===== src/verilog/pth_pkg.sv =====
/*
 * Constants, register map and carrier types of the prober-tester handshake.
 * Assumes a single 20 MHz core clock and 32-bit AXI4-Lite register access.
 */
package pth_pkg;
	// ----------------------------------------------------------------
	// Timing
	// ----------------------------------------------------------------
	localparam int unsigned CLK_PERIOD_NS = 50;
	localparam int unsigned MS_NS = 1_000_000;
	localparam int unsigned TICK_CYCLES = MS_NS / CLK_PERIOD_NS;

	// ----------------------------------------------------------------
	// Register byte offsets
	// ----------------------------------------------------------------
	localparam logic [7:0] OFS_CTRL = 8'h00;
	localparam logic [7:0] OFS_CFG = 8'h04;
	localparam logic [7:0] OFS_POINTS = 8'h08;
	localparam logic [7:0] OFS_DWELL = 8'h0C;
	localparam logic [7:0] OFS_TIMEOUT = 8'h10;
	localparam logic [7:0] OFS_STATUS = 8'h14;
	localparam logic [7:0] OFS_IRQ_STAT = 8'h18;
	localparam logic [7:0] OFS_IRQ_MASK = 8'h1C;

	// ----------------------------------------------------------------
	// Field positions
	// ----------------------------------------------------------------
	localparam int CTRL_START_BIT = 0;
	localparam int CTRL_ABORT_BIT = 1;
	localparam int CFG_TIN_EN_BIT = 0;
	localparam int CFG_OUT_LOW_BIT = 1;
	localparam int CFG_IN_LOW_BIT = 2;
	localparam int EVT_POINT_BIT = 0;
	localparam int EVT_SCAN_BIT = 1;
	localparam int EVT_TMO_BIT = 2;
	localparam int STATUS_IDX_LSB = 16;

	// ----------------------------------------------------------------
	// Reset values and AXI response codes
	// ----------------------------------------------------------------
	localparam logic [15:0] POINTS_RST = 16'h0040;
	localparam logic [15:0] DWELL_RST = 16'h00C8;
	localparam logic [15:0] TIMEOUT_RST = 16'h0064;
	localparam logic [2:0] IRQ_MASK_RST = 3'h0;
	localparam logic [1:0] RESP_OKAY = 2'h0;
	localparam logic [1:0] RESP_SLVERR = 2'h2;

	// ----------------------------------------------------------------
	// Types
	// ----------------------------------------------------------------
	typedef struct packed {
		logic in_low;
		logic out_low;
		logic tin_en;
	} pth_cfg_t;

	localparam pth_cfg_t CFG_RST = '{in_low: 1'b1, out_low: 1'b0, tin_en: 1'b1};

	typedef struct packed {
		logic tmo;
		logic scan;
		logic point;
	} pth_evt_t;

	typedef enum logic [1:0] {
		ST_IDLE = 2'b00,
		ST_LOWER = 2'b01,
		ST_STROBE = 2'b10,
		ST_LIFT = 2'b11
	} pth_state_t;
endpackage : pth_pkg


===== src/verilog/pth_tick.sv =====
/*
 * Millisecond tick generator for the handshake dwell and timeout counters.
 * Assumes the caller restarts it whenever a timed wait begins.
 */
`timescale 1ns/1ps
`default_nettype none
module pth_tick #(
	parameter int unsigned CYCLES = 20000
) (
	// Clock and reset
	input wire logic clk,
	input wire logic rst,
	// Control
	input wire logic restart,
	output logic tick
);
	localparam int CW = $clog2(CYCLES + 1);
	localparam logic [CW-1:0] LAST = CW'(CYCLES - 1);
	logic [CW-1:0] cnt;

	always_ff @(posedge clk) begin
		if (rst || restart) begin
			cnt <= '0;
			tick <= 1'b0;
		end else if (cnt == LAST) begin
			cnt <= '0;
			tick <= 1'b1;
		end else begin
			cnt <= cnt + 1'b1;
			tick <= 1'b0;
		end
	end
endmodule : pth_tick
`default_nettype wire


===== src/verilog/pth_top.sv =====
/*
 * Prober side of the tester handshake: point sequencer, strobe output,
 * completion input, dwell and timeout timing, AXI4-Lite registers, interrupt.
 * Assumes motion logic lowers the probe while PROBE_LOWER is high and reports
 * contact on PROBE_CONTACT; all inputs are synchronous to CORE_CLK.
 */
// Added by the designer: the AXI4-Lite interface to the registers and the address map.
// Behaviour
// - The strobe output is active only while the probe is lowered onto the current point.
// - The completion input idles high by default and its active level lifts the probe.
// - Both strobe output and completion input have a software-selectable active level.
// - With the completion input disabled, the probe stays down dwell ms, then lifts and advances.
// - While waiting for completion a ms timeout runs; expiry flags an error.
// - With the completion input disabled, only the dwell timer, a loss of contact or an abort ends the point.
// - Lower, strobe, wait and advance repeat until every taught point is visited or a completion timeout or an abort ends the scan.
// - Active-high strobe idles low; active-low strobe idles high.
// - The completion input level is polarity-selected and has its own enable.
`timescale 1ns/1ps
`default_nettype none
module pth_top
	import pth_pkg::*;
#(
	parameter int unsigned TICK_CYCLES_P = pth_pkg::TICK_CYCLES,
	parameter int IDX_W = 16
) (
	// Clock and reset
	input wire logic CORE_CLK,
	input wire logic RESET,
	// AXI4-Lite write
	input wire logic [7:0] S_AXI_AWADDR,
	input wire logic S_AXI_AWVALID,
	output logic S_AXI_AWREADY,
	input wire logic [31:0] S_AXI_WDATA,
	input wire logic [3:0] S_AXI_WSTRB,
	input wire logic S_AXI_WVALID,
	output logic S_AXI_WREADY,
	output logic [1:0] S_AXI_BRESP,
	output logic S_AXI_BVALID,
	input wire logic S_AXI_BREADY,
	// AXI4-Lite read
	input wire logic [7:0] S_AXI_ARADDR,
	input wire logic S_AXI_ARVALID,
	output logic S_AXI_ARREADY,
	output logic [31:0] S_AXI_RDATA,
	output logic [1:0] S_AXI_RRESP,
	output logic S_AXI_RVALID,
	input wire logic S_AXI_RREADY,
	// Motion
	output logic PROBE_LOWER,
	input wire logic PROBE_CONTACT,
	output logic [IDX_W-1:0] POINT_IDX,
	// Tester handshake
	output logic TRIG_OUT,
	input wire logic TRIG_IN,
	// Status
	output logic BUSY,
	output logic IRQ
);
	import pth_pkg::*;

	// ----------------------------------------------------------------
	// Declarations
	// ----------------------------------------------------------------
	pth_state_t state, next_state;
	pth_cfg_t cfg;
	pth_evt_t evt, irq_stat, irq_mask;
	logic [15:0] points, dwell, timeout, ms_cnt;
	logic start_req, abort_req;
	logic tick, restart, expire, tin_act, last_point;
	logic aw_held, w_held;
	logic [7:0] aw_addr;
	logic [31:0] w_data;
	logic [3:0] w_strb;
	logic wr_go, rd_go, stat_rd;

	function automatic logic [15:0] merge16(input logic [15:0] old, input logic [31:0] d,
			input logic [3:0] s);
		merge16 = {s[1] ? d[15:8] : old[15:8], s[0] ? d[7:0] : old[7:0]};
	endfunction : merge16

	// ----------------------------------------------------------------
	// AXI4-Lite write channel
	// ----------------------------------------------------------------
	assign wr_go = aw_held && w_held && !S_AXI_BVALID;

	always_ff @(posedge CORE_CLK) begin
		if (RESET) begin
			S_AXI_AWREADY <= 1'b0;
			S_AXI_WREADY <= 1'b0;
			aw_held <= 1'b0;
			w_held <= 1'b0;
			aw_addr <= 8'h00;
			w_data <= 32'h0000_0000;
			w_strb <= 4'h0;
		end else begin
			S_AXI_AWREADY <= S_AXI_AWVALID && !S_AXI_AWREADY && !aw_held;
			S_AXI_WREADY <= S_AXI_WVALID && !S_AXI_WREADY && !w_held;
			if (S_AXI_AWVALID && S_AXI_AWREADY) begin
				aw_held <= 1'b1;
				aw_addr <= S_AXI_AWADDR;
			end else if (wr_go) begin
				aw_held <= 1'b0;
			end
			if (S_AXI_WVALID && S_AXI_WREADY) begin
				w_held <= 1'b1;
				w_data <= S_AXI_WDATA;
				w_strb <= S_AXI_WSTRB;
			end else if (wr_go) begin
				w_held <= 1'b0;
			end
		end
	end

	always_ff @(posedge CORE_CLK) begin
		if (RESET) begin
			S_AXI_BVALID <= 1'b0;
			S_AXI_BRESP <= RESP_OKAY;
		end else if (wr_go) begin
			S_AXI_BVALID <= 1'b1;
			if (aw_addr <= OFS_IRQ_MASK && aw_addr[1:0] == 2'b00) begin
				S_AXI_BRESP <= RESP_OKAY;
			end else begin
				S_AXI_BRESP <= RESP_SLVERR;
			end
		end else if (S_AXI_BREADY) begin
			S_AXI_BVALID <= 1'b0;
		end
	end

	// ----------------------------------------------------------------
	// Writable registers
	// ----------------------------------------------------------------
	always_ff @(posedge CORE_CLK) begin
		if (RESET) begin
			cfg <= CFG_RST;
			points <= POINTS_RST;
			dwell <= DWELL_RST;
			timeout <= TIMEOUT_RST;
			irq_mask <= IRQ_MASK_RST;
			start_req <= 1'b0;
			abort_req <= 1'b0;
		end else begin
			start_req <= 1'b0;
			abort_req <= 1'b0;
			if (wr_go) begin
				if (aw_addr == OFS_CTRL) begin
					start_req <= w_strb[0] && w_data[CTRL_START_BIT];
					abort_req <= w_strb[0] && w_data[CTRL_ABORT_BIT];
				end else if (aw_addr == OFS_CFG && w_strb[0]) begin
					cfg <= pth_cfg_t'(w_data[2:0]);
				end else if (aw_addr == OFS_POINTS) begin
					points <= merge16(points, w_data, w_strb);
				end else if (aw_addr == OFS_DWELL) begin
					dwell <= merge16(dwell, w_data, w_strb);
				end else if (aw_addr == OFS_TIMEOUT) begin
					timeout <= merge16(timeout, w_data, w_strb);
				end else if (aw_addr == OFS_IRQ_MASK && w_strb[0]) begin
					irq_mask <= pth_evt_t'(w_data[2:0]);
				end
			end
		end
	end

	// ----------------------------------------------------------------
	// AXI4-Lite read channel
	// ----------------------------------------------------------------
	assign rd_go = S_AXI_ARVALID && S_AXI_ARREADY;
	assign stat_rd = rd_go && S_AXI_ARADDR == OFS_IRQ_STAT;

	always_ff @(posedge CORE_CLK) begin
		if (RESET) begin
			S_AXI_ARREADY <= 1'b0;
			S_AXI_RVALID <= 1'b0;
			S_AXI_RDATA <= 32'h0000_0000;
			S_AXI_RRESP <= RESP_OKAY;
		end else begin
			S_AXI_ARREADY <= S_AXI_ARVALID && !S_AXI_ARREADY && !S_AXI_RVALID;
			if (rd_go) begin
				S_AXI_RVALID <= 1'b1;
				S_AXI_RRESP <= RESP_OKAY;
				if (S_AXI_ARADDR == OFS_CTRL) begin
					S_AXI_RDATA <= 32'h0000_0000;
				end else if (S_AXI_ARADDR == OFS_CFG) begin
					S_AXI_RDATA <= {29'h0, cfg};
				end else if (S_AXI_ARADDR == OFS_POINTS) begin
					S_AXI_RDATA <= {16'h0000, points};
				end else if (S_AXI_ARADDR == OFS_DWELL) begin
					S_AXI_RDATA <= {16'h0000, dwell};
				end else if (S_AXI_ARADDR == OFS_TIMEOUT) begin
					S_AXI_RDATA <= {16'h0000, timeout};
				end else if (S_AXI_ARADDR == OFS_STATUS) begin
					S_AXI_RDATA <= {16'(POINT_IDX), 13'h0, state, BUSY};
				end else if (S_AXI_ARADDR == OFS_IRQ_STAT) begin
					S_AXI_RDATA <= {29'h0, irq_stat};
				end else if (S_AXI_ARADDR == OFS_IRQ_MASK) begin
					S_AXI_RDATA <= {29'h0, irq_mask};
				end else begin
					S_AXI_RDATA <= 32'h0000_0000;
					S_AXI_RRESP <= RESP_SLVERR;
				end
			end else if (S_AXI_RREADY) begin
				S_AXI_RVALID <= 1'b0;
			end
		end
	end

	// ----------------------------------------------------------------
	// Millisecond timing
	// ----------------------------------------------------------------
	pth_tick #(
		.CYCLES(TICK_CYCLES_P)
	) u_tick (
		.clk(CORE_CLK),
		.rst(RESET),
		.restart(restart),
		.tick(tick)
	);

	// Timer restarts on every entry to the strobe phase
	assign restart = next_state == ST_STROBE && state != ST_STROBE;
	assign expire = tick && (ms_cnt + 16'h0001) >= (cfg.tin_en ? timeout : dwell);
	assign tin_act = TRIG_IN ^ cfg.in_low;
	assign last_point = (16'(POINT_IDX) + 16'h0001) >= points;

	always_ff @(posedge CORE_CLK) begin
		if (RESET || restart) begin
			ms_cnt <= 16'h0000;
		end else if (tick) begin
			ms_cnt <= ms_cnt + 16'h0001;
		end
	end

	// ----------------------------------------------------------------
	// Point sequencer
	// ----------------------------------------------------------------
	always_comb begin
		next_state = state;
		evt = '0;
		case (state)
			ST_IDLE: begin
				if (start_req && points != 16'h0000) begin
					next_state = ST_LOWER;
				end
			end
			ST_LOWER: begin
				if (PROBE_CONTACT) begin
					next_state = ST_STROBE;
				end
			end
			ST_STROBE: begin
				if (!PROBE_CONTACT) begin
					next_state = ST_LIFT;
				end else if (cfg.tin_en && tin_act) begin
					next_state = ST_LIFT;
				end else if (expire && cfg.tin_en) begin
					next_state = ST_IDLE;
					evt.tmo = 1'b1;
				end else if (expire) begin
					next_state = ST_LIFT;
				end
			end
			ST_LIFT: begin
				if (!PROBE_CONTACT) begin
					evt.point = 1'b1;
					evt.scan = last_point;
					next_state = last_point ? ST_IDLE : ST_LOWER;
				end
			end
			default: next_state = ST_IDLE;
		endcase
		if (abort_req) begin
			next_state = ST_IDLE;
			evt = '0;
		end
	end

	always_ff @(posedge CORE_CLK) begin
		if (RESET) begin
			state <= ST_IDLE;
		end else begin
			state <= next_state;
		end
	end

	always_ff @(posedge CORE_CLK) begin
		if (RESET) begin
			POINT_IDX <= '0;
		end else if (state == ST_IDLE && start_req) begin
			POINT_IDX <= '0;
		end else if (evt.point && !evt.scan && !abort_req) begin
			POINT_IDX <= POINT_IDX + 1'b1;
		end
	end

	// ----------------------------------------------------------------
	// Pin drivers
	// ----------------------------------------------------------------
	always_ff @(posedge CORE_CLK) begin
		if (RESET) begin
			PROBE_LOWER <= 1'b0;
			TRIG_OUT <= CFG_RST.out_low;
			BUSY <= 1'b0;
		end else begin
			PROBE_LOWER <= next_state == ST_LOWER || next_state == ST_STROBE;
			TRIG_OUT <= (next_state == ST_STROBE) ^ cfg.out_low;
			BUSY <= next_state != ST_IDLE;
		end
	end

	// ----------------------------------------------------------------
	// Interrupt status, read clears, set wins
	// ----------------------------------------------------------------
	always_ff @(posedge CORE_CLK) begin
		if (RESET) begin
			irq_stat <= '0;
			IRQ <= 1'b0;
		end else begin
			irq_stat <= (stat_rd ? pth_evt_t'(3'h0) : irq_stat) | evt;
			IRQ <= |(((stat_rd ? pth_evt_t'(3'h0) : irq_stat) | evt) & irq_mask);
		end
	end

	// ----------------------------------------------------------------
	// Assertions
	// ----------------------------------------------------------------
	strobe_contact_a: assert property (@(posedge CORE_CLK) disable iff (RESET)
		(TRIG_OUT ^ cfg.out_low) && $stable(cfg) |-> PROBE_LOWER && $past(PROBE_CONTACT))
		else $error("strobe active without contact");

	done_lifts_a: assert property (@(posedge CORE_CLK) disable iff (RESET)
		state == ST_STROBE && PROBE_CONTACT && cfg.tin_en && tin_act && !abort_req
		|=> state == ST_LIFT && !PROBE_LOWER)
		else $error("completion did not lift probe");

	strobe_level_a: assert property (@(posedge CORE_CLK) disable iff (RESET)
		state == ST_IDLE && $past(state) == ST_IDLE && $stable(cfg) |-> TRIG_OUT == cfg.out_low)
		else $error("strobe idle level wrong");

	dwell_end_a: assert property (@(posedge CORE_CLK) disable iff (RESET)
		state == ST_LIFT && $past(state) == ST_STROBE && !$past(cfg.tin_en) &&
		$past(PROBE_CONTACT) && !$past(abort_req) |-> $past(expire))
		else $error("dwell ended early");

	timeout_err_a: assert property (@(posedge CORE_CLK) disable iff (RESET)
		state == ST_STROBE && PROBE_CONTACT && cfg.tin_en && !tin_act && expire && !abort_req
		|=> state == ST_IDLE && irq_stat.tmo && !BUSY)
		else $error("timeout not flagged");

	ignore_done_a: assert property (@(posedge CORE_CLK) disable iff (RESET)
		state == ST_STROBE && PROBE_CONTACT && !cfg.tin_en && !expire && !abort_req
		|=> state == ST_STROBE)
		else $error("input not ignored while dwelling");

	scan_end_a: assert property (@(posedge CORE_CLK) disable iff (RESET)
		state == ST_LIFT && !PROBE_CONTACT && last_point && !abort_req
		|=> state == ST_IDLE && irq_stat.scan && irq_stat.point)
		else $error("scan did not finish on last point");

	tick_gap_a: assert property (@(posedge CORE_CLK) disable iff (RESET)
		tick |=> !tick)
		else $error("tick lasted more than one cycle");

	irq_level_a: assert property (@(posedge CORE_CLK) disable iff (RESET)
		##1 IRQ == |($past(irq_stat | evt) & $past(irq_mask)) || $past(stat_rd))
		else $error("interrupt level mismatch");
endmodule : pth_top
`default_nettype wire

===== config.mk =====
export PLATFORM = sky130hd
export DESIGN_NAME = pth_top
export DESIGN_NICKNAME = d
export VERILOG_FILES = /design/src/verilog/pth_pkg.sv /design/src/verilog/pth_tick.sv /design/src/verilog/pth_top.sv
export SDC_FILE = /design/constraint.sdc
export NUM_CORES = 1
export LEC_CHECK = 0
export ABC_AREA = 1
export BUFFER_PORTS_ARGS = -buffer_cell sky130_fd_sc_hd__buf_4
export CORE_AREA = 8 8 139 141
export DETAILED_ROUTE_END_ITERATION = 8
export DIE_AREA = 0 0 147 149
export PLACE_DENSITY = 0.75
export SETUP_SLACK_MARGIN = 0.1
export SLEW_MARGIN = 20
export SYNTH_ARGS = -nofsm -noshare
export SYNTH_HDL_FRONTEND = slang
export SYNTH_HIERARCHICAL = 1
export SYNTH_SLANG_ARGS = --single-unit
export TNS_END_PERCENT = 30

===== constraint.sdc =====
create_clock -name CORE_CLK -period 3.7 [get_ports CORE_CLK]
set_input_delay 0.74 -clock CORE_CLK [delete_from_list [all_inputs] [get_ports CORE_CLK]]
set_output_delay 0.74 -clock CORE_CLK [all_outputs]
set_load 0.01 [all_outputs]

==> results.toml <==
[status]
status = "completed"

[global_routing]
grt_usage = 0.204
overflow = 0
antenna_found_initial = 0
grt_pass1_vias = 7613
grt_max_degree = 61
grt_pass1_wl_microns = 37000

[layout]
num_antenna_cells = 0
n_fill_cell = 1517
fin_nets = 1406
drive_above_1_share = 0.196
final_util = 0.630
fin_area_sq_um = 10800
area_growth_pct = 22.9

[worst_setup_path]
path_class = "register to register"
slowest_stage = "dfxtp_2"
crit_path_end_kind = "register"
crit_path_max_fanout = 6
worst_ep_arrival_time_ns = 4.04
crit_family = "simple AND/OR/NAND/NOR gates"
start_kind = "register"
required_ns = 4.09
worst_path_most_repeated_cell = "nand2_1"
max_stage_delay_ns = 0.35
worst-path-buf-inv = 5

[detailed_routing]
detail-route-antenna-nets = 0
first_iter_violations = 835
routed_wl_microns = 22600
wl_met1_microns = 10300
top_layer_used = "met4"
via_per_inst = 5.32
dr_wl_met3_microns = 1400
dr.pass1.iters = 6
wl_per_cell_microns = 14.6
wl_met2_microns = 10500
vias = 8229
post-route-drc-count = 0

[sta]
fmax_ghz = 0.274
hold_viol = 0
period_share = 0.988
worstMarginPinSlew_ns = 0.733
setup_ws_ns = 0.0438
setup_viol = 0
fin_crit_ns = 3.66
clock_skew_ns = 0.00999
rsz0062_at_grt = "true"
drv_slew = 0
slew_headroom = 0.511

[cts]
cts_made_buffers = 17
clockRootBuffer = "clkbuf_16"
htreeDepth = 4
cts_sinks = 180
clockBufferDepth = 2
cts_tree = "built"
clock_latency_ns = 0.44
path_clk_slew_ns = 0.07

[synth]
synth_common_cells = "nand2_1 (200), dfxtp_1 (180), inv_1 (145)"
synth-edff-count = 0
synth_top_family_by_area = "simple AND/OR/NAND/NOR gates"
synth_compound_area_frac = 0.182
synth-seq-cells = 180
synth_xor_area_frac = 0.0357
synth_ff_type = "dfxtp_1"
synth_area_leader_cell = "dfxtp_1"
synth_cell_type_count = 48
synthArstFlopShare = 0
synth-seq-area-share = 0.412
synth.most_common_cell = "nand2_1"
muxShareOfSynthArea = 0.00114
yosys_warnings = 6
synth_top_area_frac = 0.412
synth-simple-area-share = 0.226
syn-cell-area_sq_um = 8750
synth_area_leaders = "dfxtp_1 (41%), nand2_1 (8.6%), a21oi_1 (7.8%)"
syn_inst = 1186
synthAdderAreaFrac = 0.0529
syn_avg_cell_area_sq_um = 7.38

[floorplanning]
dieArea_sq_um = 21900
die_h_microns = 149
io_pins = 122
dieWidth_microns = 147
initial_utilization = 0.513
rows = 48
core_sq_um = 17100

[placement]
place_congestion = 0.857
io_buffers = 101
place_area_sq_um = 9870
dp_hpwl_microns = 16400
pre_cts_ws_ns = -0.251

[pwr]
power_density_nw_per_um2 = 370
ir_drop_v = 0.000333
p_leak_uw = 0.00470
total_power_uw = 3980

[worst_hold_path]
min_path_type = "register to register"

[job]
drv_cap = 0
cell usage in the layout (no fill, tap or decap), types with 6 or more instances in the layout:
cell type,n
a21oi_1,131
nand3_1,45
clkbuf_16,17
nor2_1,114
nand4_1,13
nor3_4,6
ha_1,33
xor2_1,23
inv_2,7
inv_1,140
nand2_2,7
buf_4,145
nand2_1,195
o21ai_0,105
a21oi_2,6
dfxtp_1,177
nor2_2,10
o211ai_1,11
a211oi_1,12
nor3_1,9
o22ai_1,15
o21ai_1,14
nand3_2,9
logic make-up (layout without fill, tap and decap cells):
logic type,count (synthesis),in the layout
simple gates,436,437
compound gates,299,299
buf+inv,198,331
flops,180,180
fa+ha+maj,37,37
xor+xnor,34,34
other cells,1,2
mux,1,1
cell type report:
type / count / area, sq um / share of cell area
Sequential cell: 180 / 3610 / 0.335
Multi-Input combinational cell: 810 / 4570 / 0.425
Clock inverter: 12 / 145 / 0.0135
Timing Repair Buffer: 146 / 1110 / 0.103
Tap cell: 225 / 282 / 0.0262
Timing Repair inverter: 1 / 7.51 / 0.000698
Inverter: 152 / 587 / 0.0546
Clock buffer: 20 / 447 / 0.0415
final timing paths:
path / start / endpoint / slack (ns) / cells past startpoint
worst max-delay path: ms_cnt[0] / ms_cnt[5] / 0.04 / 30
worst min-delay path: S_AXI_ARREADY / S_AXI_ARREADY / 0.44 / 1
worst max register to register: ms_cnt[0] / ms_cnt[5] / 0.04 / 30
worst min register to register: S_AXI_ARREADY / S_AXI_ARREADY / 0.44 / 1
layer usage:
metal / up-vias / track usage
met5: - / 0
met4: 0 / 0.0607
met3: 36 / 0.0470
met2: 258 / 0.335
met1: 3788 / 0.264
li1: 4147 / -
metrics by stage:
step	TNS [ns]	hold WS, ns	cells
after floorplan	0	0.420	1187
after global placement	-3.56	0.429	1503
after detailed placement	-5.61	0.440	1503
after CTS	0	0.450	1543
after global routing	-6.10	0.482	1546
final	0	0.445	1546
power breakdown:
part	internal, uW	switching, uW
sequential	1960	20.0
combinational	68.7	111
clock	1030	799
total	3050	930
sequential cells by signal (all words and copies together) (netlist names), 2 cells and up:
signal       flops
timeout         16
irq_stat         3
w_strb           2
aw_addr          8
state            2
points          16
POINT_IDX       16
irq_mask         3
u_tick/cnt      15
cfg              3
S_AXI_RDATA     32
dwell           16
w_data          16
ms_cnt          16
what timing repair did:
action	in CTS	in global routing
setup endpoints to repair	32	50
pin swaps	12	17
resized for setup	23	31
buffers inserted	6	3
gates cloned	2	0
hold buffers	0	0
(Power assumes the default switching activity.)
